<file path="config.mk">
export PLATFORM = sky130hd
export DESIGN_NAME = vou_video_output_unit
export DESIGN_NICKNAME = d
export VERILOG_FILES = /design/src/logic/vou_pkg.sv /design/src/logic/vou_video_output_unit.sv
export SDC_FILE = /design/constraint.sdc
export NUM_CORES = 1
export LEC_CHECK = 0
export ABC_AREA = 1
export BUFFER_PORTS_ARGS = -buffer_cell sky130_fd_sc_hd__buf_4
export CAP_MARGIN = 30
export CORE_AREA = 4 4 206 258
export DETAILED_ROUTE_END_ITERATION = 6
export DIE_AREA = 0 0 210 262
export PLACE_DENSITY = 0.72
export SLEW_MARGIN = 20
export SYNTH_ARGS = -nofsm -noshare
export SYNTH_HDL_FRONTEND = slang
export SYNTH_SLANG_ARGS = --single-unit
</file>
<file path="constraint.sdc">
create_clock -name mclk -period 8.36 [get_ports mclk]
set_input_delay 0.836 -clock mclk [delete_from_list [all_inputs] [get_ports mclk]]
set_output_delay 0.836 -clock mclk [all_outputs]
set_load 0.01 [all_outputs]
</file>
<file path="src/logic/vou_pkg.sv">
// Constants and types for the video output unit
package vou_pkg;
   // Register byte addresses
   localparam logic [5:0] A_CTRL = 6'h00;
   localparam logic [5:0] A_FRAME = 6'h04;
   localparam logic [5:0] A_FIELD = 6'h08;
   localparam logic [5:0] A_VLINE = 6'h0c;
   localparam logic [5:0] A_IRQLN = 6'h10;
   localparam logic [5:0] A_SYNTH = 6'h14;
   localparam logic [5:0] A_ALPHA = 6'h18;
   localparam logic [5:0] A_MSG = 6'h1c;
   localparam logic [5:0] A_STAT = 6'h20;
   // Field placement inside registers
   localparam int LO_LSB = 0;
   localparam int HI_LSB = 16;
   localparam int NUM_W = 12;
   localparam int CTRL_W = 15;
   localparam int MSG_W = 23;
   localparam int ALPHA_W = 8;
   localparam int ST_FIELD = 16;
   localparam int ST_MSG = 17;
   localparam int ST_HOLD = 18;
   // Reset geometry, a 525-line frame
   localparam logic [11:0] RST_LINES = 12'h20d;
   localparam logic [11:0] RST_LBYTES = 12'h6b4;
   localparam logic [11:0] RST_F2 = 12'h10a;
   localparam logic [11:0] RST_HS = 12'h110;
   localparam logic [11:0] RST_F1V = 12'h014;
   localparam logic [11:0] RST_F2V = 12'h11b;
   localparam logic [11:0] FIRST_LINE = 12'h001;
   localparam logic [11:0] UNIT12 = 12'h001;
   localparam logic [11:0] CODE_LEN = 12'h004;
   // Sync preamble, code position, blanking levels
   localparam logic [7:0] SYNC_FF = 8'hff;
   localparam logic [7:0] SYNC_00 = 8'h00;
   localparam logic [7:0] BLANK_C = 8'h80;
   localparam logic [7:0] BLANK_Y = 8'h10;
   localparam logic [1:0] FF_POS = 2'h0;
   localparam logic [1:0] Y0_POS = 2'h1;
   localparam logic [1:0] V_POS = 2'h2;
   localparam logic [1:0] LAST_POS = 2'h3;
   // Synthesizer
   localparam int JIT_BIT = 31;
   localparam logic [34:0] LOW_JIT_MUL = 35'h9;
   localparam logic [34:0] LEGACY_MUL = 35'h3;
   localparam logic [31:0] STEP_CAP = 32'h7fffffff;
   localparam logic [1:0] PLL_PASS = 2'h0;
   localparam logic [1:0] PLL_DOUBLE = 2'h1;
   localparam logic [1:0] PLL_HALF = 2'h2;
   // Blending
   localparam logic [8:0] ALPHA_ONE = 9'h080;
   localparam int BLEND_SH = 7;

   typedef struct packed {
      logic [1:0] pll_mode;
      logic irq_line_en;
      logic irq_field_en;
      logic overlay_en;
      logic upscale;
      logic fs_rising;
      logic fs_out_en;
      logic hs_out_en;
      logic loopback_select;
      logic clock_direction_bit;
      logic genlock;
      logic timing_master;
      logic msg_mode;
      logic enable;
   } vou_ctrl_type;

   typedef struct packed {
      logic [7:0] u;
      logic [7:0] y0;
      logic [7:0] v;
      logic [7:0] y1;
   } vou_pix_type;

   typedef struct packed {
      logic alpha;
      vou_pix_type pix;
   } vou_ovl_type;

   typedef enum logic [2:0] {
      M_IDLE = 3'b001,
      M_SEND = 3'b010,
      M_DONE = 3'b100
   } vou_msg_state_type;
endpackage

</file>
<file path="src/logic/vou_video_output_unit.sv">
// Video output unit: registers, clock synthesis, timing and byte stream
//
// Decided for this implementation: the plain strobed port and the register offsets.
`timescale 1ns/1ps
// What this block does
// - Sends 4:2:2 bytes with embedded sync codes
// - Frames up to 4095 lines, 4095 bytes per line
// - Byte rate from 27 MB/s to 81 MHz
// - Alpha bit picks one of two factors
// - Optional 2x horizontal video doubling
// - Messages one word up to 32 MB
// - Loopback routes output to video input
// - Interrupt at field start and/or line
// - Codes always; sync pins only when enabled
// - Pin one: line sync or message start
// - Pin two: frame sync in/out, message end
// - Each frame sync edge sends two fields
// - External timing only when select0, lock1
// - All outputs launched on video clock edge
// - Clock pin input after reset, else output
// - Output clock programmable about 4-81 MHz
// - Synthesizer spans 1 Hz to 50 MHz
// - Bit 31 set: low-jitter, times nine
// - Bit 31 clear: legacy, times three
// - Cleanup stage passes, doubles or halves
// - No vertical retrace timing produced
// - Codes preceded by FF 00 00 preamble
module vou_video_output_unit #(
   parameter int MSG_W = vou_pkg::MSG_W
) (
   input wire logic mclk,
   input wire logic arst_n,
   input wire logic [5:0] reg_addr,
   input wire logic [31:0] reg_wdata,
   input wire logic reg_wr,
   input wire logic reg_rd,
   output logic [31:0] reg_rdata,
   input wire vou_pkg::vou_pix_type pix_in,
   input wire vou_pkg::vou_ovl_type ovl_in,
   output logic pix_take,
   output logic ovl_take,
   output logic [7:0] video_byte_bus,
   input wire logic video_clock_pin_i,
   output logic video_clock_pin_o,
   output logic video_clock_pin_oe,
   output logic line_sync_or_msg_start_pin_o,
   output logic line_sync_or_msg_start_pin_oe,
   input wire logic frame_sync_or_msg_end_pin_i,
   output logic frame_sync_or_msg_end_pin_o,
   output logic frame_sync_or_msg_end_pin_oe,
   output logic [7:0] loop_byte,
   output logic loop_valid,
   output logic host_irq
);
   if (MSG_W < vou_pkg::MSG_W || MSG_W > 32) begin : g_chk
      $error("MSG_W must lie between 23 and 32");
   end

   vou_pkg::vou_ctrl_type ctrl;
   vou_pkg::vou_msg_state_type state;
   logic [11:0] frame_lines, line_bytes, field2_start, hs_start;
   logic [11:0] f1_vline, f2_vline, irq_line, hcnt, lcnt, sidx, aidx;
   logic [31:0] synth_inc, step, phase;
   logic [34:0] step_raw;
   logic [7:0] alpha0, alpha1, next_byte, vidb, ovb, active_byte, msg_byte, code;
   logic [8:0] a9;
   logic [16:0] mix;
   logic [MSG_W-1:0] msg_words, words_left;
   logic [1:0] bpos, pre_idx;
   logic msg_go, dds_sq, dds_prev, half_sq, int_tick, clk_q, clk_q2, vtick;
   logic ext_lock, hold, fs_q, fs_edge, field, vblank, in_eav, in_sav, in_act;
   logic line_end, frame_end, run, pair_end, dbl_half, is_code, code_out, msg_last;

   // Word packing of two 12-bit fields
   function automatic logic [31:0] pack2(input logic [11:0] lo, input logic [11:0] hi);
      pack2 = (32'(hi) << vou_pkg::HI_LSB) | (32'(lo) << vou_pkg::LO_LSB);
   endfunction

   // Register writes; a length write also launches a message
   always_ff @(posedge mclk or negedge arst_n) begin
      if (!arst_n) begin
         ctrl <= '0;
         frame_lines <= vou_pkg::RST_LINES;
         line_bytes <= vou_pkg::RST_LBYTES;
         field2_start <= vou_pkg::RST_F2;
         hs_start <= vou_pkg::RST_HS;
         f1_vline <= vou_pkg::RST_F1V;
         f2_vline <= vou_pkg::RST_F2V;
         irq_line <= vou_pkg::FIRST_LINE;
         synth_inc <= '0;
         alpha0 <= '0;
         alpha1 <= '0;
         msg_words <= '0;
         msg_go <= 1'b0;
      end else begin
         msg_go <= 1'b0;
         if (reg_wr) begin
            case (reg_addr)
               vou_pkg::A_CTRL: ctrl <= vou_pkg::vou_ctrl_type'(reg_wdata[vou_pkg::CTRL_W-1:0]);
               vou_pkg::A_FRAME: begin
                  frame_lines <= reg_wdata[vou_pkg::LO_LSB +: vou_pkg::NUM_W];
                  line_bytes <= reg_wdata[vou_pkg::HI_LSB +: vou_pkg::NUM_W];
               end
               vou_pkg::A_FIELD: begin
                  field2_start <= reg_wdata[vou_pkg::LO_LSB +: vou_pkg::NUM_W];
                  hs_start <= reg_wdata[vou_pkg::HI_LSB +: vou_pkg::NUM_W];
               end
               vou_pkg::A_VLINE: begin
                  f1_vline <= reg_wdata[vou_pkg::LO_LSB +: vou_pkg::NUM_W];
                  f2_vline <= reg_wdata[vou_pkg::HI_LSB +: vou_pkg::NUM_W];
               end
               vou_pkg::A_IRQLN: irq_line <= reg_wdata[vou_pkg::LO_LSB +: vou_pkg::NUM_W];
               vou_pkg::A_SYNTH: synth_inc <= reg_wdata;
               vou_pkg::A_ALPHA: begin
                  alpha0 <= reg_wdata[vou_pkg::LO_LSB +: vou_pkg::ALPHA_W];
                  alpha1 <= reg_wdata[vou_pkg::ALPHA_W +: vou_pkg::ALPHA_W];
               end
               vou_pkg::A_MSG: begin
                  msg_words <= reg_wdata[MSG_W-1:0];
                  msg_go <= 1'b1;
               end
               default: ;
            endcase
         end
      end
   end

   // Read data valid only in the cycle after the strobe
   always_ff @(posedge mclk or negedge arst_n) begin
      if (!arst_n) begin
         reg_rdata <= '0;
      end else if (reg_rd) begin
         case (reg_addr)
            vou_pkg::A_CTRL: reg_rdata <= 32'(ctrl);
            vou_pkg::A_FRAME: reg_rdata <= pack2(frame_lines, line_bytes);
            vou_pkg::A_FIELD: reg_rdata <= pack2(field2_start, hs_start);
            vou_pkg::A_VLINE: reg_rdata <= pack2(f1_vline, f2_vline);
            vou_pkg::A_IRQLN: reg_rdata <= 32'(irq_line);
            vou_pkg::A_SYNTH: reg_rdata <= synth_inc;
            vou_pkg::A_ALPHA: reg_rdata <= 32'({alpha1, alpha0});
            vou_pkg::A_MSG: reg_rdata <= 32'(msg_words);
            vou_pkg::A_STAT: begin
               reg_rdata <= 32'(lcnt);
               reg_rdata[vou_pkg::ST_FIELD] <= field;
               reg_rdata[vou_pkg::ST_MSG] <= state == vou_pkg::M_SEND;
               reg_rdata[vou_pkg::ST_HOLD] <= hold;
            end
            default: reg_rdata <= '0;
         endcase
      end else begin
         reg_rdata <= '0;
      end
   end

   // Phase step: low-jitter nine-times or legacy three-times rate
   always_comb begin
      if (synth_inc[vou_pkg::JIT_BIT]) begin
         step_raw = 35'(synth_inc[vou_pkg::JIT_BIT-1:0]) * vou_pkg::LOW_JIT_MUL;
      end else begin
         step_raw = 35'(synth_inc) * vou_pkg::LEGACY_MUL;
      end
      step = (step_raw > 35'(vou_pkg::STEP_CAP)) ? vou_pkg::STEP_CAP : step_raw[31:0];
   end

   // Square-wave phase accumulator and divide stage
   always_ff @(posedge mclk or negedge arst_n) begin
      if (!arst_n) begin
         phase <= '0;
         dds_sq <= 1'b0;
         dds_prev <= 1'b0;
         half_sq <= 1'b0;
      end else begin
         phase <= phase + step;
         dds_sq <= phase[vou_pkg::JIT_BIT];
         dds_prev <= dds_sq;
         if (dds_sq && !dds_prev) begin
            half_sq <= ~half_sq;
         end
      end
   end

   // Cleanup stage: pass, both edges, or every second edge
   always_comb begin
      case (ctrl.pll_mode)
         vou_pkg::PLL_DOUBLE: int_tick = dds_sq ^ dds_prev;
         vou_pkg::PLL_HALF: int_tick = dds_sq && !dds_prev && half_sq;
         default: int_tick = dds_sq && !dds_prev;
      endcase
   end

   // External clock pin sampling for rising edges
   always_ff @(posedge mclk or negedge arst_n) begin
      if (!arst_n) begin
         clk_q <= 1'b0;
         clk_q2 <= 1'b0;
         fs_q <= 1'b0;
      end else begin
         clk_q <= video_clock_pin_i;
         clk_q2 <= clk_q;
         fs_q <= frame_sync_or_msg_end_pin_i;
      end
   end

   // Byte enable from chosen clock source
   assign vtick = ctrl.enable && (ctrl.clock_direction_bit ? int_tick : (clk_q && !clk_q2));
   assign ext_lock = !ctrl.timing_master && ctrl.genlock;
   assign fs_edge = ctrl.fs_rising ? (frame_sync_or_msg_end_pin_i && !fs_q)
                                   : (!frame_sync_or_msg_end_pin_i && fs_q);
   assign run = ctrl.enable && !ctrl.msg_mode && !hold;

   // Clock pin drive, high for one cycle per byte
   always_ff @(posedge mclk or negedge arst_n) begin
      if (!arst_n) begin
         video_clock_pin_o <= 1'b0;
         video_clock_pin_oe <= 1'b0;
      end else begin
         video_clock_pin_oe <= ctrl.clock_direction_bit;
         video_clock_pin_o <= ctrl.clock_direction_bit && vtick;
      end
   end

   // Line and frame counters; external lock waits for an edge
   always_ff @(posedge mclk or negedge arst_n) begin
      if (!arst_n) begin
         hcnt <= '0;
         lcnt <= vou_pkg::FIRST_LINE;
         hold <= 1'b0;
      end else if (!ctrl.enable || ctrl.msg_mode) begin
         hcnt <= '0;
         lcnt <= vou_pkg::FIRST_LINE;
         hold <= 1'b1; // Held from enable, so a lock waits for its edge
      end else if (hold) begin
         if (fs_edge || !ext_lock) begin
            hold <= 1'b0;
         end
      end else begin
         if (vtick && line_end) begin
            hcnt <= '0;
            if (frame_end) begin
               lcnt <= vou_pkg::FIRST_LINE;
               hold <= ext_lock;
            end else begin
               lcnt <= lcnt + vou_pkg::UNIT12;
            end
         end else if (vtick) begin
            hcnt <= hcnt + vou_pkg::UNIT12;
         end
      end
   end

   // Byte selection: preamble, code, blanking or active video
   always_comb begin
      line_end = hcnt == line_bytes - vou_pkg::UNIT12;
      frame_end = lcnt >= frame_lines;
      field = lcnt >= field2_start;
      vblank = field ? (lcnt < f2_vline) : (lcnt < f1_vline);
      sidx = hcnt - (hs_start - vou_pkg::CODE_LEN);
      aidx = hcnt - hs_start;
      in_eav = hcnt < vou_pkg::CODE_LEN;
      in_sav = sidx < vou_pkg::CODE_LEN;
      in_act = hcnt >= hs_start;
      code = {1'b1, field, vblank, in_eav, vblank ^ in_eav, field ^ in_eav,
              field ^ vblank, field ^ vblank ^ in_eav};
      pre_idx = in_eav ? hcnt[1:0] : sidx[1:0];
      pair_end = in_act && !vblank && aidx[1:0] == vou_pkg::LAST_POS;
      case (aidx[1:0])
         vou_pkg::FF_POS: vidb = pix_in.u;
         vou_pkg::V_POS: vidb = pix_in.v;
         default: vidb = (ctrl.upscale ? dbl_half : aidx[1:0] == vou_pkg::LAST_POS)
                         ? pix_in.y1 : pix_in.y0;
      endcase
      case (aidx[1:0])
         vou_pkg::FF_POS: ovb = ovl_in.pix.u;
         vou_pkg::Y0_POS: ovb = ovl_in.pix.y0;
         vou_pkg::V_POS: ovb = ovl_in.pix.v;
         default: ovb = ovl_in.pix.y1;
      endcase
      a9 = 9'(ovl_in.alpha ? alpha1 : alpha0);
      if (a9 > vou_pkg::ALPHA_ONE) begin
         a9 = vou_pkg::ALPHA_ONE;
      end
      mix = (17'(a9) * 17'(ovb) + 17'(vou_pkg::ALPHA_ONE - a9) * 17'(vidb)) >> vou_pkg::BLEND_SH;
      active_byte = ctrl.overlay_en ? mix[7:0] : vidb;
      is_code = 1'b0;
      next_byte = hcnt[0] ? vou_pkg::BLANK_Y : vou_pkg::BLANK_C;
      if (in_eav || in_sav) begin
         case (pre_idx)
            vou_pkg::LAST_POS: begin
               next_byte = code;
               is_code = 1'b1;
            end
            vou_pkg::FF_POS: next_byte = vou_pkg::SYNC_FF;
            default: next_byte = vou_pkg::SYNC_00;
         endcase
      end else if (in_act && !vblank) begin
         next_byte = active_byte;
      end
   end

   // Horizontal doubling phase, reset each line
   always_ff @(posedge mclk or negedge arst_n) begin
      if (!arst_n) begin
         dbl_half <= 1'b0;
      end else if (!run || !ctrl.upscale || (vtick && line_end)) begin
         dbl_half <= 1'b0;
      end else if (vtick && pair_end) begin
         dbl_half <= ~dbl_half;
      end
   end

   // Message sequencer, bytes sent in word order
   always_ff @(posedge mclk or negedge arst_n) begin
      if (!arst_n) begin
         state <= vou_pkg::M_IDLE;
         words_left <= '0;
         bpos <= '0;
      end else begin
         case (state)
            vou_pkg::M_IDLE: begin
               if (msg_go && ctrl.msg_mode && ctrl.enable && msg_words != '0) begin
                  state <= vou_pkg::M_SEND;
                  words_left <= msg_words;
                  bpos <= '0;
               end
            end
            vou_pkg::M_SEND: begin
               if (!ctrl.msg_mode || !ctrl.enable) begin
                  state <= vou_pkg::M_IDLE;
               end else if (vtick) begin
                  bpos <= bpos + 2'(vou_pkg::UNIT12);
                  if (bpos == vou_pkg::LAST_POS) begin
                     words_left <= words_left - MSG_W'(vou_pkg::UNIT12);
                     if (msg_last) begin
                        state <= vou_pkg::M_DONE;
                     end
                  end
               end
            end
            vou_pkg::M_DONE: state <= vou_pkg::M_IDLE;
            default: state <= vou_pkg::M_IDLE;
         endcase
      end
   end

   // Message byte and last-byte detection
   always_comb begin
      msg_last = bpos == vou_pkg::LAST_POS && words_left == MSG_W'(vou_pkg::UNIT12);
      case (bpos)
         vou_pkg::FF_POS: msg_byte = pix_in.u;
         vou_pkg::Y0_POS: msg_byte = pix_in.y0;
         vou_pkg::V_POS: msg_byte = pix_in.v;
         default: msg_byte = pix_in.y1;
      endcase
   end

   // Output stage, everything changes only on a byte enable
   always_ff @(posedge mclk or negedge arst_n) begin
      if (!arst_n) begin
         video_byte_bus <= vou_pkg::SYNC_00;
         line_sync_or_msg_start_pin_o <= 1'b0;
         frame_sync_or_msg_end_pin_o <= 1'b0;
         code_out <= 1'b0;
      end else if (vtick) begin
         code_out <= 1'b0;
         if (ctrl.msg_mode) begin
            video_byte_bus <= (state == vou_pkg::M_SEND) ? msg_byte : vou_pkg::SYNC_00;
            line_sync_or_msg_start_pin_o <= state == vou_pkg::M_SEND && bpos == vou_pkg::FF_POS
                                            && words_left == msg_words;
            frame_sync_or_msg_end_pin_o <= state == vou_pkg::M_SEND && msg_last;
         end else begin
            // Frame sync only; retrace timing is the display's job
            video_byte_bus <= hold ? vou_pkg::BLANK_C : next_byte;
            code_out <= !hold && is_code;
            line_sync_or_msg_start_pin_o <= ctrl.hs_out_en && !in_act;
            frame_sync_or_msg_end_pin_o <= ctrl.fs_out_en && lcnt == vou_pkg::FIRST_LINE;
         end
      end
   end

   // Pin directions and one-cycle event pulses
   always_ff @(posedge mclk or negedge arst_n) begin
      if (!arst_n) begin
         line_sync_or_msg_start_pin_oe <= 1'b0;
         frame_sync_or_msg_end_pin_oe <= 1'b0;
         pix_take <= 1'b0;
         ovl_take <= 1'b0;
         loop_byte <= '0;
         loop_valid <= 1'b0;
         host_irq <= 1'b0;
      end else begin
         line_sync_or_msg_start_pin_oe <= ctrl.msg_mode || ctrl.hs_out_en;
         frame_sync_or_msg_end_pin_oe <= ctrl.msg_mode || (!ext_lock && ctrl.fs_out_en);
         pix_take <= vtick && ((run && pair_end && (!ctrl.upscale || dbl_half))
                     || (ctrl.msg_mode && state == vou_pkg::M_SEND && bpos == vou_pkg::LAST_POS));
         ovl_take <= vtick && run && pair_end && ctrl.overlay_en;
         loop_valid <= vtick && ctrl.loopback_select;
         if (vtick && ctrl.loopback_select) begin
            if (ctrl.msg_mode) begin
               loop_byte <= (state == vou_pkg::M_SEND) ? msg_byte : vou_pkg::SYNC_00;
            end else begin
               loop_byte <= hold ? vou_pkg::BLANK_C : next_byte;
            end
         end
         host_irq <= vtick && run && hcnt == '0
                     && ((ctrl.irq_field_en && (lcnt == vou_pkg::FIRST_LINE || lcnt == field2_start))
                     || (ctrl.irq_line_en && lcnt == irq_line));
      end
   end

   eav_lead_a: assert property (@(posedge mclk) disable iff (!arst_n)
      (vtick && run && hcnt == '0) |=> video_byte_bus == vou_pkg::SYNC_FF)
      else $error("line does not open with the preamble");
   code_prot_a: assert property (@(posedge mclk) disable iff (!arst_n)
      code_out |-> video_byte_bus[7] && video_byte_bus[3:0] == {video_byte_bus[5] ^ video_byte_bus[4],
      video_byte_bus[6] ^ video_byte_bus[4], video_byte_bus[6] ^ video_byte_bus[5],
      ^video_byte_bus[6:4]})
      else $error("sync code protection bits wrong");
   clk_dir_a: assert property (@(posedge mclk) disable iff (!arst_n)
      ##1 video_clock_pin_oe == $past(ctrl.clock_direction_bit))
      else $error("clock pin direction wrong");
   hs_quiet_a: assert property (@(posedge mclk) disable iff (!arst_n)
      (!ctrl.hs_out_en && !ctrl.msg_mode) |=> !line_sync_or_msg_start_pin_oe)
      else $error("line sync driven while disabled");
   fs_input_a: assert property (@(posedge mclk) disable iff (!arst_n)
      (ext_lock && !ctrl.msg_mode) |=> !frame_sync_or_msg_end_pin_oe)
      else $error("frame sync pin driven in external lock");
   lock_wait_a: assert property (@(posedge mclk) disable iff (!arst_n)
      (ext_lock && hold && ctrl.enable && !ctrl.msg_mode && !fs_edge && $stable(ctrl))
      |=> $stable(lcnt) && $stable(hcnt) && hold)
      else $error("timing moved without a frame sync edge");
   loop_copy_a: assert property (@(posedge mclk) disable iff (!arst_n)
      loop_valid |-> loop_byte == video_byte_bus)
      else $error("loopback byte differs from output");
   msg_end_a: assert property (@(posedge mclk) disable iff (!arst_n)
      (vtick && ctrl.msg_mode && state == vou_pkg::M_SEND && msg_last)
      |=> frame_sync_or_msg_end_pin_o ##1 state == vou_pkg::M_IDLE)
      else $error("message end strobe missing");
   irq_pulse_a: assert property (@(posedge mclk) disable iff (!arst_n)
      host_irq |-> $past(vtick) ##1 !host_irq)
      else $error("interrupt not a single pulse");
endmodule

</file>
Word level (Yosys, flattened, before mapping)

Index checks and enable logic that the tools add are counted.

Flip-flop bits (word level): 321
Input port bits: 109
Output and inout bits: 58
Word-level logic and storage cells: 263

Add/subtract/negate cells: 11
Multipliers: 4
Order comparisons: 9
Equal/unequal tests: 33
Multiplexer cells: 58
Bitwise gates (word level): 10
Reductions and logical operators: 85

Operators with widths:

| operator                                                         | count |
|---|---|
| one-hot mux 32 bit (9 select lines)                              | 1 |
| 2-to-1 mux 12 bit                                                | 8 |
| 2-to-1 mux 23 bit                                                | 4 |
| OR 28 x 12 -> 28 bit                                             | 3 |
| 2-to-1 mux 8 bit                                                 | 10 |
| 2-to-1 mux 32 bit                                                | 2 |
| one-hot mux 8 bit (3 select lines)                               | 2 |
| one-hot mux 23 bit (2 select lines)                              | 1 |
| logical AND 1 bit                                                | 37 |
| == test 12 bit                                                   | 3 |
| >= comparator 12 bit                                             | 3 |
| greater-than comparator 35 x 31 -> 1 bit (second input constant) | 1 |
| multiplier 31 x 4 -> 35 bit (second input constant)              | 1 |
| 2-to-1 mux 35 bit                                                | 1 |
| multiplier 32 x 2 -> 34 bit (second input constant)              | 1 |
| adder 32 bit                                                     | 1 |
| one-hot mux 8 bit (2 select lines)                               | 2 |
| adder 12 x 1 -> 12 bit (second input constant)                   | 2 |
| == test 6 x 5 -> 1 bit (second input constant)                   | 4 |
| < comparator 12 bit                                              | 2 |
| < comparator 12 x 3 -> 1 bit (second input constant)             | 2 |
| == test 23 x 1 -> 1 bit (second input constant)                  | 1 |
| == test 23 bit                                                   | 1 |
| nonzero test 23 bit                                              | 1 |
| 40 further kinds                                                 | 116 |

Longest topological paths before layout

Word-level depth: 12
Mapped depth: 48
Mapped depth without buffers: 47

Least setup slack after synthesis

OpenSTA, ideal clock, no wires.

Path type: input to register
Start point: input port ovl_in[32] (netlist bit)
End point: register loop_byte[7]
Library setup time: 65 ps
Data arrival time: 7,249 ps
Data required time: 8,295 ps
Slack: 1,046 ps
Stages on the path: 37
Buffers on the path: 2
Path through: buf_6 -> o21ai_1 -> inv_1 -> nand2_2 -> clkbuf_1 -> ha_1 -> nand3_1 -> nor2_1 -> xor2_1 -> nand2_1 -> fa_1 -> inv_1 -> fa_1 -> inv_1 -> fa_1 -> inv_1 -> fa_1 -> fa_1 -> inv_1 -> fa_1 -> inv_1 -> ha_1 -> a21oi_1 -> o21ai_0 -> a221oi_1 -> nand2_1 -> inv_1 -> nand3_1 -> nand3_1 -> nand2_1 -> nand2_1 -> nand2_1 -> nand2_1 -> nand2_1 -> nand2_1 -> nand2_1 -> nand2_1

Word-level cells in the longest chain between the ends: 11
Elaborated cells on any way between the ends: 12
Classes of those cells: add/sub (2); mul (2); order compare (1); mux (7)

RTL lines:

| element                       | line                         | source |
|---|---|---|
| start: declaration            | vou_video_output_unit.sv:39  | `input wire vou_pkg::vou_ovl_type ovl_in,` |
| 2-to-1 mux 8 bit *            | vou_video_output_unit.sv:278 | `a9 = 9'(ovl_in.alpha ? alpha1 : alpha0);` |
| greater-than comparator 8 bit | vou_video_output_unit.sv:279 | `if (a9 > vou_pkg::ALPHA_ONE) begin` |
| 2-to-1 mux 8 bit *            | vou_video_output_unit.sv:279 |  |
| subtractor 8 x 8 -> 9 bit     | vou_video_output_unit.sv:282 | `mix = (17'(a9) * 17'(ovb) + 17'(vou_pkg::ALPHA_ONE - a9) * 17'(vidb)) >> vou_pkg::BLEND_SH;` |
| multiplier 9 x 9 -> 15 bit    | vou_video_output_unit.sv:282 |  |
| adder 15 bit *                | vou_video_output_unit.sv:282 |  |
| 2-to-1 mux 8 bit *            | vou_video_output_unit.sv:283 | `active_byte = ctrl.overlay_en ? mix[7:0] : vidb;` |
| 2-to-1 mux 8 bit *            | vou_video_output_unit.sv:295 | `end else if (in_act && !vblank) begin` |
| 2-to-1 mux 8 bit *            | vou_video_output_unit.sv:286 | `if (in_eav \|\| in_sav) begin` |
| 2-to-1 mux 8 bit *            | vou_video_output_unit.sv:401 | `loop_byte <= hold ? vou_pkg::BLANK_C : next_byte;` |
| 2-to-1 mux 8 bit *            | vou_video_output_unit.sv:398 | `if (ctrl.msg_mode) begin` |
| end signal: assignment        | vou_video_output_unit.sv:399 | `loop_byte <= (state == vou_pkg::M_SEND) ? msg_byte : vou_pkg::SYNC_00;` |
| end signal: assignment        | vou_video_output_unit.sv:401 |  |
| end: declaration              | vou_video_output_unit.sv:51  | `output logic [7:0] loop_byte,` |

Every way passes the cells marked *; elsewhere a longest branch is shown, timed or not.
A chain may end at the register's enable or synchronous reset.

Worst setup path in the final report

Start point: register hcnt[0]
End point: register video_byte_bus[7]

Word-level cells in the longest chain between the ends: 12
Elaborated cells on any way between the ends: 28
Classes of those cells: add/sub (3); mul (2); order compare (3); eq/ne (4); mux (12); reduce/logical (4)

RTL lines:

| element                            | line                         | source |
|---|---|---|
| start: declaration                 | vou_video_output_unit.sv:62  | `logic [11:0] f1_vline, f2_vline, irq_line, hcnt, lcnt, sidx, aidx;` |
| start signal: assignment           | vou_video_output_unit.sv:246 | `hcnt <= hcnt + vou_pkg::UNIT12;` |
| subtractor 2 bit                   | vou_video_output_unit.sv:258 | `aidx = hcnt - hs_start;` |
| == test 2 bit                      | vou_video_output_unit.sv:269 | `default: vidb = (ctrl.upscale ? dbl_half : aidx[1:0] == vou_pkg::LAST_POS)` |
| 2-to-1 mux 1 bit                   | vou_video_output_unit.sv:269 |  |
| 2-to-1 mux 8 bit                   | vou_video_output_unit.sv:270 | `? pix_in.y1 : pix_in.y0;` |
| one-hot mux 8 bit (2 select lines) | vou_video_output_unit.sv:266 | `case (aidx[1:0])` |
| multiplier 9 x 9 -> 15 bit         | vou_video_output_unit.sv:282 |  |
| adder 15 bit                       | vou_video_output_unit.sv:282 |  |
| 2-to-1 mux 8 bit                   | vou_video_output_unit.sv:283 |  |
| 2-to-1 mux 8 bit                   | vou_video_output_unit.sv:295 |  |
| 2-to-1 mux 8 bit *                 | vou_video_output_unit.sv:286 |  |
| 2-to-1 mux 8 bit *                 | vou_video_output_unit.sv:372 | `video_byte_bus <= hold ? vou_pkg::BLANK_C : next_byte;` |
| 2-to-1 mux 8 bit *                 | vou_video_output_unit.sv:365 | `if (ctrl.msg_mode) begin` |
| end signal: assignment             | vou_video_output_unit.sv:359 | `video_byte_bus <= vou_pkg::SYNC_00;` |
| end signal: assignment             | vou_video_output_unit.sv:366 | `video_byte_bus <= (state == vou_pkg::M_SEND) ? msg_byte : vou_pkg::SYNC_00;` |
| end signal: assignment             | vou_video_output_unit.sv:372 |  |
| end: declaration                   | vou_video_output_unit.sv:42  | `output logic [7:0] video_byte_bus,` |

Marks and branches as above.

==> out/results.txt <==
CTS Hold Bufs -> 0
Setup TNS -> 0 ns
Mapped cell area -> 27,500 um^2
Final setup viols -> 0
Mapped Cells -> 3,618
First-pass GRT wire length -> 141 mm
CTS tree -> built
Post-route clock period utilization -> 0.934
Synth Register Bits -> 321
Total I/O pin count -> 167
Required time worst endpoint -> 8.83 ns
GRT Total Usage -> 0.327
Worst-Margin Slew -> 1.01 ns
Quantity of gates resized following cts -> 0
Primary FF master, synth -> dfrtp_1
CP Max Fanout -> 14
Root buf cell -> clkbuf_16
Max_slew headroom -> 0.320
Maximum vdd drop -> 563 uV
Placed Area -> 29,600 um^2
GRT busiest layer -> met2
Gr ovfl total -> 0
Core footprint -> 50,400 um^2
Flop2flop setup slack -> 0.55 ns
Critical path class -> register to register
Final Cell Area -> 30,800 um^2
Starting density of the core -> 0.546
Critical Path Max Stage Delay -> 0.59 ns
Clk sink count -> 321
Clock transition at the registers of the reported paths -> 0.06 ns
Synth cell types -> 68
DR DRC count -> 0
Antenna violations before repair -> 2
H-tree Lvls -> 2
CP max-delay cell -> o21ai_0
Pwr/cell area -> 368 nW/um^2
Met1 usage -> 0.365
Max clock buf depth -> 3
Leading cell types in the layout, fill and taps excluded -> nand2_1, inv_1, o21ai_0, dfrtp_1, nor2_1
Mapped Nets -> 4,101
Die Y -> 262 um
Worst Clk Skew -> 0.0155 ns
Asr flop ratio synth -> 1.00
Met3 Resource Use GR -> 0.0431
Die area -> 55,000 um^2
Yosys warns -> 0
Placer Congestion -> 1.02
Post-Syn Area per Cell -> 7.61 um^2
Vias per cell -> 5.75
Final Hold Viols -> 0
Sequential area share after synthesis -> 0.293
HPWL Detailed -> 73.0 mm
Chip Width -> 210 um
Rows -> 92
DRT iter0 DRCs -> 2,075
Routed vias -> 25,710
Pins Over Slew Limit -> 0
CP endpoint kind -> register
Fin nets -> 4,268
Max Cap Viol -> 0
Cells on worst reg2reg path -> 35
Clock Latency Late Sink -> 0.54 ns
Post-CTS Setup Bufs -> 0
RSZ-0062 raised after global routing -> false
CP Launch Type -> register
Total clock buffers created by CTS -> 34
Largest net degree at the start of global routing -> 134
Status -> finished clean
Final critical-path required period -> 7.81 ns
Post-DRT Antenna Nets -> 0
Most common cell after layout, fill and taps aside -> nand2_1
Leakage power -> 15.4 nW
Crit path top cell by count -> nand2_1
Layout cells sized above 1 -> 0.0992
Total iterations of the first detailed-routing run -> 6
Critical path arrival -> 8.28 ns
Max Clock Freq -> 128 MHz
Reg-to-reg endpoint -> video_byte_bus[7]
Port bufs -> 166
Vias in the first global route -> 25,795
Worst Hold Slack -> 0.248 ns
GR met2 Demand/Resource -> 0.592
Hold Path Class -> input port to asynchronous set/reset pin
Area Overhead vs Synth -> 12.0%
Routed len/inst -> 20.3 um
Reg-to-Reg Start -> hcnt[0]
Total routed wirelength -> 90.9 mm
Post-synth EDFFs -> 0
[synth_stat cells (all sizes together), types with 2 or more instances]
cell / instances / area (um^2)
nand3b: 9 / 67.6
a31oi: 22 / 138
clkbuf: 72 / 274
clkinv: 5 / 23.8
o41ai: 3 / 26.3
xnor2: 35 / 307
o21a: 20 / 150
mux2: 2 / 22.5
dfstp: 25 / 657
a2111oi: 4 / 35.0
nand2: 791 / 3040
nor3b: 4 / 30.0
o311ai: 4 / 35.0
nand3: 143 / 748
o221ai: 10 / 87.6
nor2: 277 / 1080
and3: 3 / 18.8
a21oi: 230 / 1170
a221oi: 43 / 377
a211oi: 6 / 45.0
o22ai: 47 / 294
nor4: 19 / 119
nand4: 43 / 275
a21boi: 13 / 97.6
nor3: 46 / 257
o31ai: 5 / 37.5
a22oi: 3 / 22.5
buf: 19 / 126
fa: 115 / 2300
a21o: 10 / 75.1
ha: 259 / 3240
o211ai: 30 / 225
o21ai: 349 / 1760
dfrtp: 296 / 7410
o21bai: 10 / 86.3
mux2i: 3 / 30.0
inv: 553 / 2080
xor2: 74 / 648
or2: 11 / 71.3
[power breakdown]
| part | switching [mW] | internal [mW] | leakage, nW | total [mW] |
|---|---|---|---|---|
| Combinational | 4.85 | 2.86 | 10.7 | 7.71 |
| Sequential | 0.224 | 1.82 | 4.14 | 2.04 |
| Clock | 0.666 | 0.931 | 0.564 | 1.60 |
[cell type report]
| class | instances | area, um^2 |
|---|---|---|
| fillers | 4687 | 19600 |
| multi-input cells | 2648 | 17000 |
| flip-flops and latches | 321 | 8060 |
| inverters | 558 | 2100 |
| repair buffers | 222 | 1710 |
| clock buffers | 41 | 938 |
| well taps | 658 | 823 |
| clock inverters | 20 | 224 |
| diodes | 1 | 2.50 |
[how the worst max path moves through the flow]
stage,startpoint,slack (ns),cells past startpoint,to
after floorplan,ovl_in[32],1.05,37,loop_byte[7]
after global placement,ovl_in[32],0.55,39,loop_byte[7]
after detailed placement,ovl_in[32],0.42,39,video_byte_bus[7]
after CTS,hcnt[0],0.54,35,video_byte_bus[7]
after global routing,hcnt[0],0.1,35,loop_byte[6]
final,hcnt[0],0.55,35,video_byte_bus[7]
[through the flow]
step	cells	util	total power, mW	worst slack [ns]
5_1_grt	4468	0.612	12.5	0.0960
3_3_place_gp	4404	0.588	9.68	0.546
2_1_floorplan	3618	-	7.62	1.05
4_1_cts	4466	0.611	11.4	0.538
6_report	4469	0.612	11.3	0.553
3_5_place_dp	4405	0.588	9.76	0.418
[routing by layer]
layer,part of all wire,routed length [um]
met4,0.074,6680
met2,0.51,46300
met3,0.059,5340
met1,0.36,32600
met5,0.00011,10
[critical path: cells and delay by family (launching register included)]
family / cells / cell delay (ns)
AND/OR/NAND/NOR: 13 / 1.03
adder cells (fa/ha/maj): 9 / 4.04
flip-flops: 1 / 0.40
AO/OA/AOI/OAI: 4 / 1.30
buffers and inverters: 9 / 0.92
[kinds of logic (layout without fill, tap and decap cells)]
group                      count (synthesis)  after routing  synth area share
other                                      0              1                 0
DFF                                      321            321             0.293
xor gates and xnor gates                 109            109            0.0347
AOI/OAI and AO/OA                        814            814             0.171
adders and majority gates                374            374             0.201
and+or+nand+nor                         1346           1346             0.207
muxes                                      5              5           0.00191
buffers and inverters                    649            841            0.0908
[sequential cells by signal (all words and copies together), names as in the netlist, 12 cells and up]
name,count
words_left,23
ctrl,15
irq_line,12
reg_rdata,32
frame_lines,12
hcnt,12
lcnt,12
line_bytes,12
f1_vline,12
f2_vline,12
msg_words,23
synth_inc,32
field2_start,12
phase,32
hs_start,12
No activity file was read; power rests on OpenSTA's default activity.
